**config.mk**
```make
export PLATFORM = sky130hd
export DESIGN_NAME = pit_top
export DESIGN_NICKNAME = d
export VERILOG_FILES = /design/src/common/pit_pkg.sv /design/src/logic/pit_idle_timer.sv /design/src/logic/pit_top.sv
export VERILOG_INCLUDE_DIRS = /design/src /design/src/common
export SDC_FILE = /design/constraint.sdc
export NUM_CORES = 1
export LEC_CHECK = 0
export BUFFER_PORTS_ARGS = -buffer_cell sky130_fd_sc_hd__buf_4
export CORE_UTILIZATION = 61
export CTS_CLUSTER_SIZE = 30
export DETAILED_ROUTE_END_ITERATION = 10
export HOLD_SLACK_MARGIN = 0.1
export PLACE_DENSITY = 0.82
export SYNTH_ARGS = -nofsm -noshare
export SYNTH_HDL_FRONTEND = slang
export SYNTH_HIERARCHICAL = 1
export SYNTH_SLANG_ARGS = --single-unit
```
**constraint.sdc**
```tcl
create_clock -name i_mclk -period 3.35 [get_ports i_mclk]
set_input_delay 0.5025 -clock i_mclk [delete_from_list [all_inputs] [get_ports i_mclk]]
set_output_delay 0.5025 -clock i_mclk [all_outputs]
set_load 0.005 [all_outputs]
```
**src/common/pit_defines.svh**
```systemverilog
/*
  Constants of the peripheral idle timer and trap block: register indices,
  field positions, reset values and timing figures.
  Assumes inclusion by bare name from design files; holds definitions only.
*/
// Summary of operation
// Mouse on serial removes the chosen serial port from parallel/serial monitoring.
// Parallel/serial port hits reload the 16-bit timer; it counts down each second.
// Parallel/serial timer runs when enabled; expiry interrupts and sets timer status bit 2.
// Every expiry also sets bit 0 of the top-level status register.
// Floppy timer loads from its count when enabled and interrupts on expiry.
// Floppy decode covers primary ports, plus secondary ports when selected; hits reload.
// Enabled floppy trap interrupts on a floppy access and sets trap status bit 1.
// Floppy port select bit: 0 primary only, 1 primary and secondary.
// Primary disk timer reloads on selected range hits; expiry sets timer status bit 0.
// Enabled primary disk trap interrupts on access and sets trap status bit 0.
// Primary partial decode: 0 all of 1F0h-1F7h and 3F6h, 1 writes to 1F6h/1F7h.
// Secondary disk timer enabled by bit 7; expiry sets status bit 4 of trap status.
// Bit 6 enables secondary disk trap; access sets trap status bit 5.
// Secondary partial decode: 0 all of 170h-177h and 376h, 1 writes to 176h/177h.
// User range timer reloads on matching hits; expiry sets timer status bit 4.
// Enabled user range trap interrupts on an access within the range.
// User range hits compare bus address against the 32-bit base register.
// User control bit 7 selects I/O cycles (0) or memory cycles (1).
// I/O mode: bit 6 tracks writes, bit 5 tracks reads, bits 4:0 mask A[4:0].
// Memory mode: bits 6:0 mask A[15:9], A[8:0] always ignored.
// A set mask bit drops that address bit from the comparison.
// Each count register holds the 16-bit inactivity period the timer loads.
// Expiry interrupts only while global power management is set; timers keep counting.
// Global timer enable gates all timers; disable freezes, re-enable does not reload.
// Global trap enable gates all traps besides each trap's own enable.
// Interrupt stays asserted while any timer or trap status bit, or top-level status bit 9, is set until software clears it.
`ifndef PIT_DEFINES_SVH
`define PIT_DEFINES_SVH

// ----------------------------------------------------------------------------
// Register indices (byte address is four times the index)
// ----------------------------------------------------------------------------
`define PIT_IDX_EN1 8'h80
`define PIT_IDX_EN2 8'h81
`define PIT_IDX_EN3 8'h82
`define PIT_IDX_EN4 8'h83
`define PIT_IDX_TSTS 8'h85
`define PIT_IDX_TSTS_RC 8'hf5
`define PIT_IDX_PSTS 8'h86
`define PIT_IDX_PSTS_RC 8'hf6
`define PIT_IDX_MISC 8'h93
`define PIT_IDX_CNT_PRI 8'h98
`define PIT_IDX_CNT_FLP 8'h9a
`define PIT_IDX_CNT_PS 8'h9c
`define PIT_IDX_CNT_USR 8'ha0
`define PIT_IDX_CNT_SEC 8'hac
`define PIT_IDX_USR_BASE 8'hc0
`define PIT_IDX_USR_CTL 8'hcc
`define PIT_IDX_TOP 8'hf0
`define PIT_IDX_TOP_RC 8'hf2

// ----------------------------------------------------------------------------
// Field positions
// ----------------------------------------------------------------------------
`define PIT_B_PM 0
`define PIT_B_GTMR 1
`define PIT_B_GTRAP 2
`define PIT_B_PRI 0
`define PIT_B_FLP 1
`define PIT_B_PS 2
`define PIT_B_USR 4
`define PIT_B_SEC_TMR 7
`define PIT_B_SEC_TRAP 6
`define PIT_B_MOUSE_PORT 0
`define PIT_B_MOUSE_SER 1
`define PIT_B_PART_SEC 4
`define PIT_B_PART_PRI 5
`define PIT_B_FLP_SEL 7
`define PIT_S_SEC_TMR 4
`define PIT_S_SEC_TRAP 5
`define PIT_B_USR_MEM 7
`define PIT_B_USR_WR 6
`define PIT_B_USR_RD 5
`define PIT_T_ANY 0
`define PIT_T_UTRAP 9

// ----------------------------------------------------------------------------
// Reset values and timing
// ----------------------------------------------------------------------------
`define PIT_RST_8 8'h00
`define PIT_RST_16 16'h0000
`define PIT_RST_32 32'h00000000
`define PIT_CLK_HZ 125000000
`define PIT_TIMEBASE_S 1

`endif

```
**src/common/pit_pkg.sv**
```systemverilog
/*
  Types shared by the peripheral idle timer and trap block.
  Assumes nothing of its surroundings.
*/
package pit_pkg;
  typedef logic [15:0] pit_count_t;
  typedef enum logic {
    PIT_SPACE_IO = 1'b0,
    PIT_SPACE_MEM = 1'b1
  } pit_space_t;
endpackage

```
**src/logic/pit_idle_timer.sv**
```systemverilog
/*
  One 16-bit idle countdown timer with load, reload on access and expiry pulse.
  Assumes a one-cycle timebase tick and a hit pulse from the parent.
*/
`timescale 1ns/1ps
`default_nettype none
`include "pit_defines.svh"
module pit_idle_timer (
  input wire logic i_mclk,
  input wire logic i_rst_n,
  input wire logic i_ce,
  input wire logic i_en,
  input wire logic i_run,
  input wire logic i_tick,
  input wire logic i_hit,
  input wire pit_pkg::pit_count_t i_load_val,
  output var pit_pkg::pit_count_t o_count,
  output logic o_expire
);
  logic en_d_r;
  logic first_r;

  // --------------------------------------------------------------------------
  // Counter
  // --------------------------------------------------------------------------
  // The first tick after a load never expires, so a count of 1 wraps silently.
  always_ff @(posedge i_mclk) begin
    if (!i_rst_n) begin
      o_count <= `PIT_RST_16;
      en_d_r <= 1'b0;
      first_r <= 1'b0;
      o_expire <= 1'b0;
    end else if (i_ce) begin
      en_d_r <= i_en;
      o_expire <= 1'b0;
      if (i_en && !en_d_r) begin
        o_count <= i_load_val;
        first_r <= 1'b1;
      end else if (i_en && i_run) begin
        if (i_hit) begin
          o_count <= i_load_val;
          first_r <= 1'b1;
        end else if (i_tick) begin
          o_count <= o_count - 16'h0001;
          first_r <= 1'b0;
          o_expire <= (o_count == 16'h0001) && !first_r;
        end
      end
    end
  end
endmodule
`default_nettype wire

```
**src/logic/pit_top.sv**
```systemverilog
/*
  Peripheral idle timers and traps with an APB register file.
  Assumes the host bus monitor presents one-cycle cycle pulses synchronous to i_mclk.
*/
// Our own choice: the APB register port.
`timescale 1ns/1ps
`default_nettype none
`include "pit_defines.svh"
module pit_top #(
  parameter int unsigned P_TICK_CYCLES = `PIT_CLK_HZ * `PIT_TIMEBASE_S
) (
  input wire logic i_mclk,
  input wire logic i_rst_n,
  input wire logic i_ce,
  input wire logic i_psel,
  input wire logic i_penable,
  input wire logic i_pwrite,
  input wire logic [11:0] i_paddr,
  input wire logic [31:0] i_pwdata,
  output logic [31:0] o_prdata,
  output logic o_pready,
  output logic o_pslverr,
  input wire logic i_cyc_valid,
  input wire logic i_cyc_mem,
  input wire logic i_cyc_write,
  input wire logic [31:0] i_cyc_addr,
  output logic o_smi
);
  logic [2:0] en1_r;
  logic [7:0] en2_r;
  logic [7:0] en3_r;
  logic [7:0] en4_r;
  logic [7:0] misc_r;
  pit_pkg::pit_count_t cnt_pri_r;
  pit_pkg::pit_count_t cnt_flp_r;
  pit_pkg::pit_count_t cnt_ps_r;
  pit_pkg::pit_count_t cnt_usr_r;
  pit_pkg::pit_count_t cnt_sec_r;
  logic [31:0] usr_base_r;
  logic [7:0] usr_ctl_r;
  logic [7:0] tsts_r;
  logic [7:0] psts_r;
  logic [9:0] top_r;
  logic [7:0] tsts_nxt;
  logic [7:0] psts_nxt;
  logic [9:0] top_nxt;
  logic [31:0] tick_cnt_r;
  logic tick_r;

  // --------------------------------------------------------------------------
  // APB decode
  // --------------------------------------------------------------------------
  logic [7:0] idx;
  logic mapped;
  logic [31:0] rd_val;
  logic setup;
  logic wr_acc;
  logic rd_acc;

  assign idx = i_paddr[9:2];
  assign setup = i_psel && !i_penable;
  assign o_pready = 1'b1;
  assign wr_acc = i_ce && i_psel && i_penable && i_pwrite && mapped;
  assign rd_acc = i_ce && i_psel && i_penable && !i_pwrite && mapped;
  assign o_pslverr = i_psel && i_penable && !mapped;

  always_comb begin
    mapped = (i_paddr[11:10] == 2'b00) && (i_paddr[1:0] == 2'b00);
    rd_val = 32'h00000000;
    if (idx == `PIT_IDX_EN1) begin
      rd_val = {29'h00000000, en1_r};
    end else if (idx == `PIT_IDX_EN2) begin
      rd_val = {24'h000000, en2_r};
    end else if (idx == `PIT_IDX_EN3) begin
      rd_val = {24'h000000, en3_r};
    end else if (idx == `PIT_IDX_EN4) begin
      rd_val = {24'h000000, en4_r};
    end else if (idx == `PIT_IDX_TSTS || idx == `PIT_IDX_TSTS_RC) begin
      rd_val = {24'h000000, tsts_r};
    end else if (idx == `PIT_IDX_PSTS || idx == `PIT_IDX_PSTS_RC) begin
      rd_val = {24'h000000, psts_r};
    end else if (idx == `PIT_IDX_MISC) begin
      rd_val = {24'h000000, misc_r};
    end else if (idx == `PIT_IDX_CNT_PRI) begin
      rd_val = {16'h0000, cnt_pri_r};
    end else if (idx == `PIT_IDX_CNT_FLP) begin
      rd_val = {16'h0000, cnt_flp_r};
    end else if (idx == `PIT_IDX_CNT_PS) begin
      rd_val = {16'h0000, cnt_ps_r};
    end else if (idx == `PIT_IDX_CNT_USR) begin
      rd_val = {16'h0000, cnt_usr_r};
    end else if (idx == `PIT_IDX_CNT_SEC) begin
      rd_val = {16'h0000, cnt_sec_r};
    end else if (idx == `PIT_IDX_USR_BASE) begin
      rd_val = usr_base_r;
    end else if (idx == `PIT_IDX_USR_CTL) begin
      rd_val = {24'h000000, usr_ctl_r};
    end else if (idx == `PIT_IDX_TOP || idx == `PIT_IDX_TOP_RC) begin
      rd_val = {22'h000000, top_r};
    end else begin
      mapped = 1'b0;
    end
  end

  // Read data is captured in the setup phase, so read-to-clear only drops
  // bits that software actually saw.
  always_ff @(posedge i_mclk) begin
    if (!i_rst_n) begin
      o_prdata <= `PIT_RST_32;
    end else if (i_ce && setup && !i_pwrite) begin
      o_prdata <= rd_val;
    end
  end

  // --------------------------------------------------------------------------
  // Configuration registers
  // --------------------------------------------------------------------------
  always_ff @(posedge i_mclk) begin
    if (!i_rst_n) begin
      en1_r <= 3'h0;
      en2_r <= `PIT_RST_8;
      en3_r <= `PIT_RST_8;
      en4_r <= `PIT_RST_8;
      misc_r <= `PIT_RST_8;
      usr_base_r <= `PIT_RST_32;
      usr_ctl_r <= `PIT_RST_8;
    end else if (wr_acc) begin
      if (idx == `PIT_IDX_EN1) begin
        en1_r <= i_pwdata[2:0];
      end else if (idx == `PIT_IDX_EN2) begin
        en2_r <= i_pwdata[7:0];
      end else if (idx == `PIT_IDX_EN3) begin
        en3_r <= i_pwdata[7:0];
      end else if (idx == `PIT_IDX_EN4) begin
        en4_r <= i_pwdata[7:0];
      end else if (idx == `PIT_IDX_MISC) begin
        misc_r <= i_pwdata[7:0];
      end else if (idx == `PIT_IDX_USR_BASE) begin
        usr_base_r <= i_pwdata;
      end else if (idx == `PIT_IDX_USR_CTL) begin
        usr_ctl_r <= i_pwdata[7:0];
      end
    end
  end

  always_ff @(posedge i_mclk) begin
    if (!i_rst_n) begin
      cnt_pri_r <= `PIT_RST_16;
      cnt_flp_r <= `PIT_RST_16;
      cnt_ps_r <= `PIT_RST_16;
      cnt_usr_r <= `PIT_RST_16;
      cnt_sec_r <= `PIT_RST_16;
    end else if (wr_acc) begin
      if (idx == `PIT_IDX_CNT_PRI) begin
        cnt_pri_r <= i_pwdata[15:0];
      end else if (idx == `PIT_IDX_CNT_FLP) begin
        cnt_flp_r <= i_pwdata[15:0];
      end else if (idx == `PIT_IDX_CNT_PS) begin
        cnt_ps_r <= i_pwdata[15:0];
      end else if (idx == `PIT_IDX_CNT_USR) begin
        cnt_usr_r <= i_pwdata[15:0];
      end else if (idx == `PIT_IDX_CNT_SEC) begin
        cnt_sec_r <= i_pwdata[15:0];
      end
    end
  end

  // --------------------------------------------------------------------------
  // Address decode of host cycles (I/O in 16 bits, memory in 32 bits)
  // --------------------------------------------------------------------------
  logic io;
  logic [15:0] a;
  logic ser1;
  logic ser2;
  logic hit_ps;
  logic hit_flp;
  logic hit_pri;
  logic hit_sec;
  logic hit_usr;
  logic [31:0] usr_diff;

  assign io = i_cyc_valid && !i_cyc_mem;
  assign a = i_cyc_addr[15:0];
  assign ser1 = (a & 16'hfff8) == 16'h03f8;
  assign ser2 = (a & 16'hfff8) == 16'h02f8;
  assign usr_diff = i_cyc_addr ^ usr_base_r;

  always_comb begin
    hit_ps = io && (((a & 16'hfff8) == 16'h0378) || ((a & 16'hfff8) == 16'h0278)
      || (ser1 && !(misc_r[`PIT_B_MOUSE_SER] && !misc_r[`PIT_B_MOUSE_PORT]))
      || (ser2 && !(misc_r[`PIT_B_MOUSE_SER] && misc_r[`PIT_B_MOUSE_PORT])));
    hit_flp = io && (a == 16'h03f2 || a == 16'h03f4 || a == 16'h03f5 || a == 16'h03f7
      || (misc_r[`PIT_B_FLP_SEL]
      && (a == 16'h0372 || a == 16'h0373 || a == 16'h0375 || a == 16'h0377)));
    if (misc_r[`PIT_B_PART_PRI]) begin
      hit_pri = io && i_cyc_write && (a == 16'h01f6 || a == 16'h01f7);
    end else begin
      hit_pri = io && ((a & 16'hfff8) == 16'h01f0 || a == 16'h03f6);
    end
    if (misc_r[`PIT_B_PART_SEC]) begin
      hit_sec = io && i_cyc_write && (a == 16'h0176 || a == 16'h0177);
    end else begin
      hit_sec = io && ((a & 16'hfff8) == 16'h0170 || a == 16'h0376);
    end
    if (usr_ctl_r[`PIT_B_USR_MEM] == pit_pkg::PIT_SPACE_MEM) begin
      hit_usr = i_cyc_valid && i_cyc_mem && (usr_diff[31:16] == 16'h0000)
        && ((usr_diff[15:9] & ~usr_ctl_r[6:0]) == 7'h00);
    end else begin
      hit_usr = io && (usr_diff[15:5] == 11'h000) && ((usr_diff[4:0] & ~usr_ctl_r[4:0]) == 5'h00)
        && (i_cyc_write ? usr_ctl_r[`PIT_B_USR_WR] : usr_ctl_r[`PIT_B_USR_RD]);
    end
  end

  // --------------------------------------------------------------------------
  // Timebase and timers
  // --------------------------------------------------------------------------
  always_ff @(posedge i_mclk) begin
    if (!i_rst_n) begin
      tick_cnt_r <= 32'h00000000;
      tick_r <= 1'b0;
    end else if (i_ce) begin
      tick_r <= (tick_cnt_r == P_TICK_CYCLES - 1);
      tick_cnt_r <= (tick_cnt_r == P_TICK_CYCLES - 1) ? 32'h00000000 : tick_cnt_r + 32'h00000001;
    end
  end

  logic run;
  logic exp_pri;
  logic exp_flp;
  logic exp_ps;
  logic exp_usr;
  logic exp_sec;
  assign run = en1_r[`PIT_B_GTMR];

  pit_idle_timer u_tmr_pri (.i_mclk(i_mclk), .i_rst_n(i_rst_n), .i_ce(i_ce),
    .i_en(en2_r[`PIT_B_PRI]), .i_run(run), .i_tick(tick_r), .i_hit(hit_pri),
    .i_load_val(cnt_pri_r), .o_count(), .o_expire(exp_pri));
  pit_idle_timer u_tmr_flp (.i_mclk(i_mclk), .i_rst_n(i_rst_n), .i_ce(i_ce),
    .i_en(en2_r[`PIT_B_FLP]), .i_run(run), .i_tick(tick_r), .i_hit(hit_flp),
    .i_load_val(cnt_flp_r), .o_count(), .o_expire(exp_flp));
  pit_idle_timer u_tmr_ps (.i_mclk(i_mclk), .i_rst_n(i_rst_n), .i_ce(i_ce),
    .i_en(en2_r[`PIT_B_PS]), .i_run(run), .i_tick(tick_r), .i_hit(hit_ps),
    .i_load_val(cnt_ps_r), .o_count(), .o_expire(exp_ps));
  pit_idle_timer u_tmr_usr (.i_mclk(i_mclk), .i_rst_n(i_rst_n), .i_ce(i_ce),
    .i_en(en2_r[`PIT_B_USR]), .i_run(run), .i_tick(tick_r), .i_hit(hit_usr),
    .i_load_val(cnt_usr_r), .o_count(), .o_expire(exp_usr));
  pit_idle_timer u_tmr_sec (.i_mclk(i_mclk), .i_rst_n(i_rst_n), .i_ce(i_ce),
    .i_en(en4_r[`PIT_B_SEC_TMR]), .i_run(run), .i_tick(tick_r), .i_hit(hit_sec),
    .i_load_val(cnt_sec_r), .o_count(), .o_expire(exp_sec));

  // --------------------------------------------------------------------------
  // Status and interrupt
  // --------------------------------------------------------------------------
  logic pm;
  logic gtrap;
  logic [7:0] tsts_set;
  logic [7:0] psts_set;
  logic [7:0] tsts_clr;
  logic [7:0] psts_clr;
  logic [9:0] top_clr;
  logic usr_trap;
  assign pm = en1_r[`PIT_B_PM];
  assign gtrap = en1_r[`PIT_B_GTRAP];
  assign usr_trap = gtrap && en3_r[`PIT_B_USR] && hit_usr;

  always_comb begin
    tsts_set = 8'h00;
    psts_set = 8'h00;
    tsts_set[`PIT_B_PRI] = pm && exp_pri;
    tsts_set[`PIT_B_FLP] = pm && exp_flp;
    tsts_set[`PIT_B_PS] = pm && exp_ps;
    tsts_set[`PIT_B_USR] = pm && exp_usr;
    psts_set[`PIT_B_PRI] = gtrap && en3_r[`PIT_B_PRI] && hit_pri;
    psts_set[`PIT_B_FLP] = gtrap && en3_r[`PIT_B_FLP] && hit_flp;
    psts_set[`PIT_B_PS] = gtrap && en3_r[`PIT_B_PS] && hit_ps;
    psts_set[`PIT_S_SEC_TMR] = pm && exp_sec;
    psts_set[`PIT_S_SEC_TRAP] = gtrap && en4_r[`PIT_B_SEC_TRAP] && hit_sec;
    tsts_clr = (rd_acc && idx == `PIT_IDX_TSTS_RC) ? o_prdata[7:0] : 8'h00;
    psts_clr = (rd_acc && idx == `PIT_IDX_PSTS_RC) ? o_prdata[7:0] : 8'h00;
    top_clr = (rd_acc && idx == `PIT_IDX_TOP_RC) ? o_prdata[9:0] : 10'h000;
    // A new event wins over a clear in the same cycle.
    tsts_nxt = (tsts_r & ~tsts_clr) | tsts_set;
    psts_nxt = (psts_r & ~psts_clr) | psts_set;
    top_nxt = top_r & ~top_clr;
    top_nxt[`PIT_T_ANY] = top_nxt[`PIT_T_ANY] | (|tsts_set) | (|psts_set);
    top_nxt[`PIT_T_UTRAP] = top_nxt[`PIT_T_UTRAP] | usr_trap;
  end

  always_ff @(posedge i_mclk) begin
    if (!i_rst_n) begin
      tsts_r <= `PIT_RST_8;
      psts_r <= `PIT_RST_8;
      top_r <= 10'h000;
    end else if (i_ce) begin
      tsts_r <= tsts_nxt;
      psts_r <= psts_nxt;
      top_r <= top_nxt;
    end
  end

  assign o_smi = (|tsts_r) || (|psts_r) || top_r[`PIT_T_UTRAP];
endmodule
`default_nettype wire

```
==> results of run 1 <==
## final timing paths
path | to | cells after the start | slack (ns)
min | usr_base_r[18] | 3 | 0.22
max reg2reg | u_tmr_usr/o_count[7] | 10 | 0.34
max | u_tmr_usr/o_count[7] | 10 | 0.34
min reg2reg | top_r[8] | 2 | 0.44
## logic make-up (layout without fill, tap and decap cells)
logic type / Yosys count / in the layout
mux: 70 / 70
flops: 341 / 341
compound gates: 656 / 656
buf+inv: 169 / 264
other cells: 1 / 1
fa+ha+maj: 11 / 11
xor+xnor: 64 / 64
simple gates: 860 / 860
## tightest hold or removal path: cells and delay by family
family	cells	cell delay, ns
buffers and inverters	1	0.11
and+or+nand+nor	1	0.05
AOI/OAI and AO/OA	1	0.05
## registers in the layout, summed over array words and instances, names as in the netlist, 8 cells and up
register and flops:
u_tmr_pri/o_count 16, u_tmr_usr/o_count 16, usr_base_r 32, cnt_usr_r 16
o_prdata 32, u_tmr_sec/o_count 16, cnt_sec_r 16, tick_cnt_r 32
misc_r 8, u_tmr_ps/o_count 16, cnt_pri_r 16, top_r 10
u_tmr_flp/o_count 16, usr_ctl_r 8, tsts_r 8, en4_r 8
cnt_flp_r 16, cnt_ps_r 16, psts_r 8, en2_r 8
en3_r 8
## Yosys cell counts (all sizes together), types with 9 or more instances
| cell type | n |
|---|---|
| dfxtp | 341 |
| nand2 | 301 |
| a21oi | 227 |
| nor2 | 199 |
| o21ai | 159 |
| nand3 | 98 |
| clkbuf | 80 |
| mux2i | 62 |
| nor3 | 61 |
| buf | 59 |
| xnor2 | 40 |
| nand4 | 34 |
| o21a | 34 |
| o22ai | 32 |
| a22oi | 31 |
| inv | 30 |
| nor4 | 27 |
| a31oi | 24 |
| xor2 | 24 |
| or4 | 22 |
| nor2b | 19 |
| a21boi | 16 |
| a221oi | 14 |
| a22o | 13 |
| nand2b | 13 |
| nor4b | 13 |
| a21o | 12 |
| and2 | 12 |
| ha | 11 |
| o221a | 11 |
| o211ai | 10 |
| or3 | 9 |
## power by group
part           leakage, nW  internal, mW  total (mW)  switching, mW
clock network        0.669          2.89        4.57           1.68
logic                 3.87         0.141       0.428          0.287
registers             2.75          4.06        4.06        0.00335
## cell type report
class / instances / area, µm² / area share
Inverter: 30 / 115 / 0.00573
Clock buffer: 50 / 1090 / 0.0541
Clock inverter: 14 / 277 / 0.0138
Tap cell: 378 / 473 / 0.0235
Timing Repair Buffer: 170 / 1310 / 0.0653
Multi-Input combinational cell: 1662 / 10000 / 0.498
Sequential cell: 341 / 6830 / 0.340
## routing by layer
layer	track usage	wire length, µm
met3	0.0785	6250
met1	0.538	24200
met2	0.626	26700
met5	0	0
met4	0.159	2440
## metrics by stage
| step | power [mW] | cell area, µm² | worst slack [ns] | hold WS (ns) | std cells |
|---|---|---|---|---|---|
| 2_1_floorplan | 4.35 | 17600 | 0.613 | 0.412 | 2172 |
| 3_5_place_dp | 4.56 | 18700 | 0.184 | 0.425 | 2581 |
| 5_1_grt | 9.27 | 20100 | 0.269 | 0.237 | 2645 |
| 6_report | 9.06 | 20100 | 0.338 | 0.221 | 2645 |
| 3_3_place_gp | 4.56 | 18700 | 0.217 | 0.421 | 2581 |
| 4_1_cts | 9.06 | 20100 | 0.414 | 0.217 | 2645 |
==> flow_summary.toml, run 1 <==
[worst_setup_path]
cp-start-kind = "flop"
required_ns = 3.77
crit_arrival_ns = 3.43
r2r-start = "usr_base_r[29]"
timing.critical_path.buf_inv = 0
max_stage_delay_ns = 0.55
crit_type = "flop to flop"
path_cells = "xnor2_1, nand4_1, nor4_1, nand3_1, nand2_1, o21ai_0, a21o_1, a21o_1, a22oi_1, nor2b_1"
critPathCaptureType = "flop"
startpoint = "usr_base_r[29]"
path_common_cell = "a21o_1"
cp_top_family = "simple AND/OR/NAND/NOR gates"
cp_slowest_cell = "nor4_1"
path_max_fanout = 15

[clock_network]
cts-resized-gates = 0
cts_setup_buffers = 0
clk_pin_slew_ns = 0.06
htree_levels = 2
cts_tree = "done"
cts_sinks = 341
postCtsHoldBufs = 0
clk_latency_ns = 0.53
cts-root-buf = "clkbuf_16"
clk_path_buf_depth = 3
cts_buffers = 37

[yosys]
synth_edf_count = 0
synth_top_cell_by_area = "dfxtp_1"
synth_fa_ha_area_frac = 0.00784
synth_seq_cells = 341
synthMuxAreaShare = 0.0417
synth_xor_xnor_area_share = 0.0319
ys.flop_type = "dfxtp_1"
synth_simple_gate_area_share = 0.255
synth_area_um2 = 17600
yosys-top-cells-area = "dfxtp_1 (39%), nand2_1 (6.4%), a21oi_1 (6.4%)"
async_flop_share = 0
synth_top_family_by_area = "simple AND/OR/NAND/NOR gates"
synthCells = 2172
avgSynthCellArea_um2 = 8.09
synth_compound_area_frac = 0.233
synth_nets = 2268
yosysWarnings = 6
synthDominantCellAreaShare = 0.389
seq_area_frac_synth = 0.389
yosysUniqueCellTypes = 84

[die]
die_area_um2 = 29500
fp.dieW_um = 172
start_util = 0.625
io_pins = 120
dieHeight_um = 172
fp-row-count = 61
core_area_um2 = 28100

[sta]
setup_viol = 0
skew_ns = 0.0115
tightest_slew_ns = 1.25
fmax_mhz = 332
finalHoldViolCount = 0
setup_tns_ns = 0
maxSlewViolCount = 0
relSlewSlack = 0.167
post-route-period-util = 0.899
fin_crit_ns = 3.01
rsz0062_at_grt = "no"

[routing]
drcViolationCount = 0
wl_per_cell_um = 22.5
vias = 17700
drt-total-wl_mm = 59.6
postRouteAntennaNets = 0
via_per_inst = 6.70
dr.pass1.iters = 9
drtIter0Drc = 2071

[power_and_ir_drop]
leakagePower_nw = 7.29
vdd_ir_drop_max_uv = 365
power_density_nw_per_um2 = 451

[global_routing]
grt_use_total = 0.400
grt_overflow = 0
grt_max_degree = 184
antenna_found_initial = 0
grt_pass1_vias = 16100
grt_pass1_wl_mm = 90.8

[placement]
io_buffer_count = 118
place.gp.congestion = 1.00
hpwl_mm = 41.6

[final_layout]
syn_to_final_growth_pct = 14.5
fillCellCount = 2300
drive_gt1_frac = 0.136
final_common_cell = "dfxtp_1"
post-route-util = 0.716
diodes = 0
nets = 2338
final_cell_mix = "dfxtp_1 (341), nand2_1 (300), a21oi_1 (223)"

[min_path]
hp-start = "i_pwdata[18]"
hp-class = "input port to flop"

[run]
cap_violations = 0

[run_status]
status = "finished clean"
Power figures use the tool's default switching activity.
==> inputs of run 2 (changes only) <==
Settings changed: CAP_MARGIN from default to 0, MAX_ROUTING_LAYER from default to met4.
==> run 2 against run 1 <==
Effect of this change: sequential share of layout area is 0.24 points higher; sequential cell count stayed put; register-to-register slack hardly changed; first-iteration DRC count is 30% higher; wire length is 2.4% lower; critical path depth stayed put; critical path type unchanged; clock-buffer cell count is 4 higher; clock power is 9.2% lower; clock skew is 0.0088 ns higher; non-clock buffer count is 1 lower; global-route usage is 0.064 points higher; final cell count is 0.19% higher; highest routed layer unchanged.
==> flow_summary.toml, run 2 (same netlist as run 1, synthesis figures left out) <==
[die]
core_area_um2 = 28100
fp.dieW_um = 172
io_pins = 120
start_util = 0.625
dieHeight_um = 172
fp-row-count = 61
die_area_um2 = 29500

[placement]
place.gp.congestion = 1.06
hpwl_mm = 40.7
dpl_cell_area_um2 = 18700
io_buffer_count = 118

[sta]
setup_tns_ns = 0
fin_crit_ns = 3.01
tightest_slew_ns = 1.23
worst_hold_slack_ns = 0.215
maxSlewViolCount = 0
fmax_mhz = 332
post-route-period-util = 0.900
relSlewSlack = 0.174
skew_ns = 0.0203
rsz0062_at_grt = "no"
setup_viol = 0
finalHoldViolCount = 0

[worst_setup_path]
path_cells = "xnor2_1, nand4_1, nor4_1, nand3_1, nand2_1, o21ai_0, a21o_1, a21o_1, a22oi_1, nor2b_1"
cp-start-kind = "flop"
required_ns = 3.79
path_max_fanout = 15
crit_type = "flop to flop"
crit_arrival_ns = 3.45
max_stage_delay_ns = 0.56
path_common_cell = "a21o_1"
critPathCaptureType = "flop"
cp_slowest_cell = "nor4_1"

[power_and_ir_drop]
leakagePower_nw = 7.21
power_density_nw_per_um2 = 432
pwr-share-clk = 0.481
pwr-share-seq = 0.471
netSwitchingFraction = 0.239
vdd_ir_drop_max_uv = 424
combPwrFrac = 0.048
intPower_mw = 6.57
switchingPower_mw = 2.06

[routing]
drcViolationCount = 0
vias = 17800
wl_per_cell_um = 21.9
drtIter0Drc = 2691
dr.pass1.iters = 6
postRouteAntennaNets = 0
drt-total-wl_mm = 58.1
via_per_inst = 6.73

[min_path]
hp-class = "input port to flop"

[global_routing]
grt_pass1_wl_mm = 89.5
grt_use_total = 0.400
grt_max_degree = 184
antenna_found_initial = 0
grt_overflow = 0
grt_pass1_vias = 16300

[final_layout]
final_common_cell = "dfxtp_1"
final_cell_mix = "dfxtp_1 (341), nand2_1 (300), a21oi_1 (223)"
nets = 2338
top_regs = "o_prdata x32, tick_cnt_r x32, usr_base_r x32"
syn_to_final_growth_pct = 13.7
postLayoutCellArea_um2 = 20000
drive_gt1_frac = 0.136
diodes = 0

[clock_network]
postCtsHoldBufs = 0
clk_pin_slew_ns = 0.07
cts_sinks = 341
clk_latency_ns = 0.55
cts-root-buf = "clkbuf_16"
cts-resized-gates = 0
cts_setup_buffers = 0
cts_buffers = 38
clk_path_buf_depth = 3
htree_levels = 2
cts_tree = "done"

[run_status]
status = "finished clean"

[run]
cap_violations = 0
run 2: changes by cell type in the layout (fill, tap and decap cells not counted):
cell        change
clkinv_8        +1
inv_6           -1
clkinv_2        +4
inv_16          +2
clkinvlp_4      +1
clkbuf_16       -1
bufinv_16       -7
clkbuf_1        +5
clkinv_4        +1
buf_12          -1
inv_8           +1
run 2: critical path, delay by kind of cell, from the launching register on:
kind             cells  cell delay (ns)
AO/OA/AOI/OAI        4             1.05
XOR/XNOR             1             0.14
flip-flops           1             0.40
AND/OR/NAND/NOR      5             1.33
run 2: power by group through the flow:
stage / Clock (mW) / Combinational [mW] / Sequential, mW
finish: 4.15 / 0.418 / 4.06
global route: 4.34 / 0.430 / 4.06
CTS: 4.17 / 0.401 / 4.06
detailed placement: 0 / 0.400 / 4.15
global placement: 0 / 0.398 / 4.15
floorplan: 0 / 0.203 / 4.15
run 2: through the flow:
step | std cells | power [mW] | util | worst slack (ns)
2_1_floorplan | 2172 | 4.35 | - | 0.613
3_3_place_gp | 2580 | 4.55 | 0.667 | 0.216
3_5_place_dp | 2580 | 4.55 | 0.667 | 0.185
4_1_cts | 2650 | 8.63 | 0.711 | 0.410
5_1_grt | 2650 | 8.83 | 0.711 | 0.230
6_report | 2650 | 8.63 | 0.711 | 0.336
run 2: area by class of cell:
type | count | area, µm²
Clock buffer | 54 | 1080
Clock inverter | 16 | 161
Fill cell | 2308 | 8120
Inverter | 30 | 115
Multi-Input combinational cell | 1662 | 10000
Sequential cell | 341 | 6830
Tap cell | 378 | 473
Timing Repair Buffer | 169 | 1290
run 2: path summary, 6_finish.rpt:
kind	endpoint	startpoint	cells past startpoint	slack, ns
max reg2reg	u_tmr_usr/o_count[7]	usr_base_r[17]	10	0.34
min	usr_base_r[18]	i_pwdata[18]	3	0.22
min reg2reg	top_r[8]	top_r[8]	2	0.44
max	u_tmr_usr/o_count[7]	usr_base_r[17]	10	0.34
run 2: metal layers:
layer  part of all wire  GRT usage  up-vias
li1                   -          -     8055
met1               0.40      0.519     8430
met2               0.44      0.611     1133
met3               0.11     0.0690      204
met4              0.046      0.177        0
met5                  0          -        -
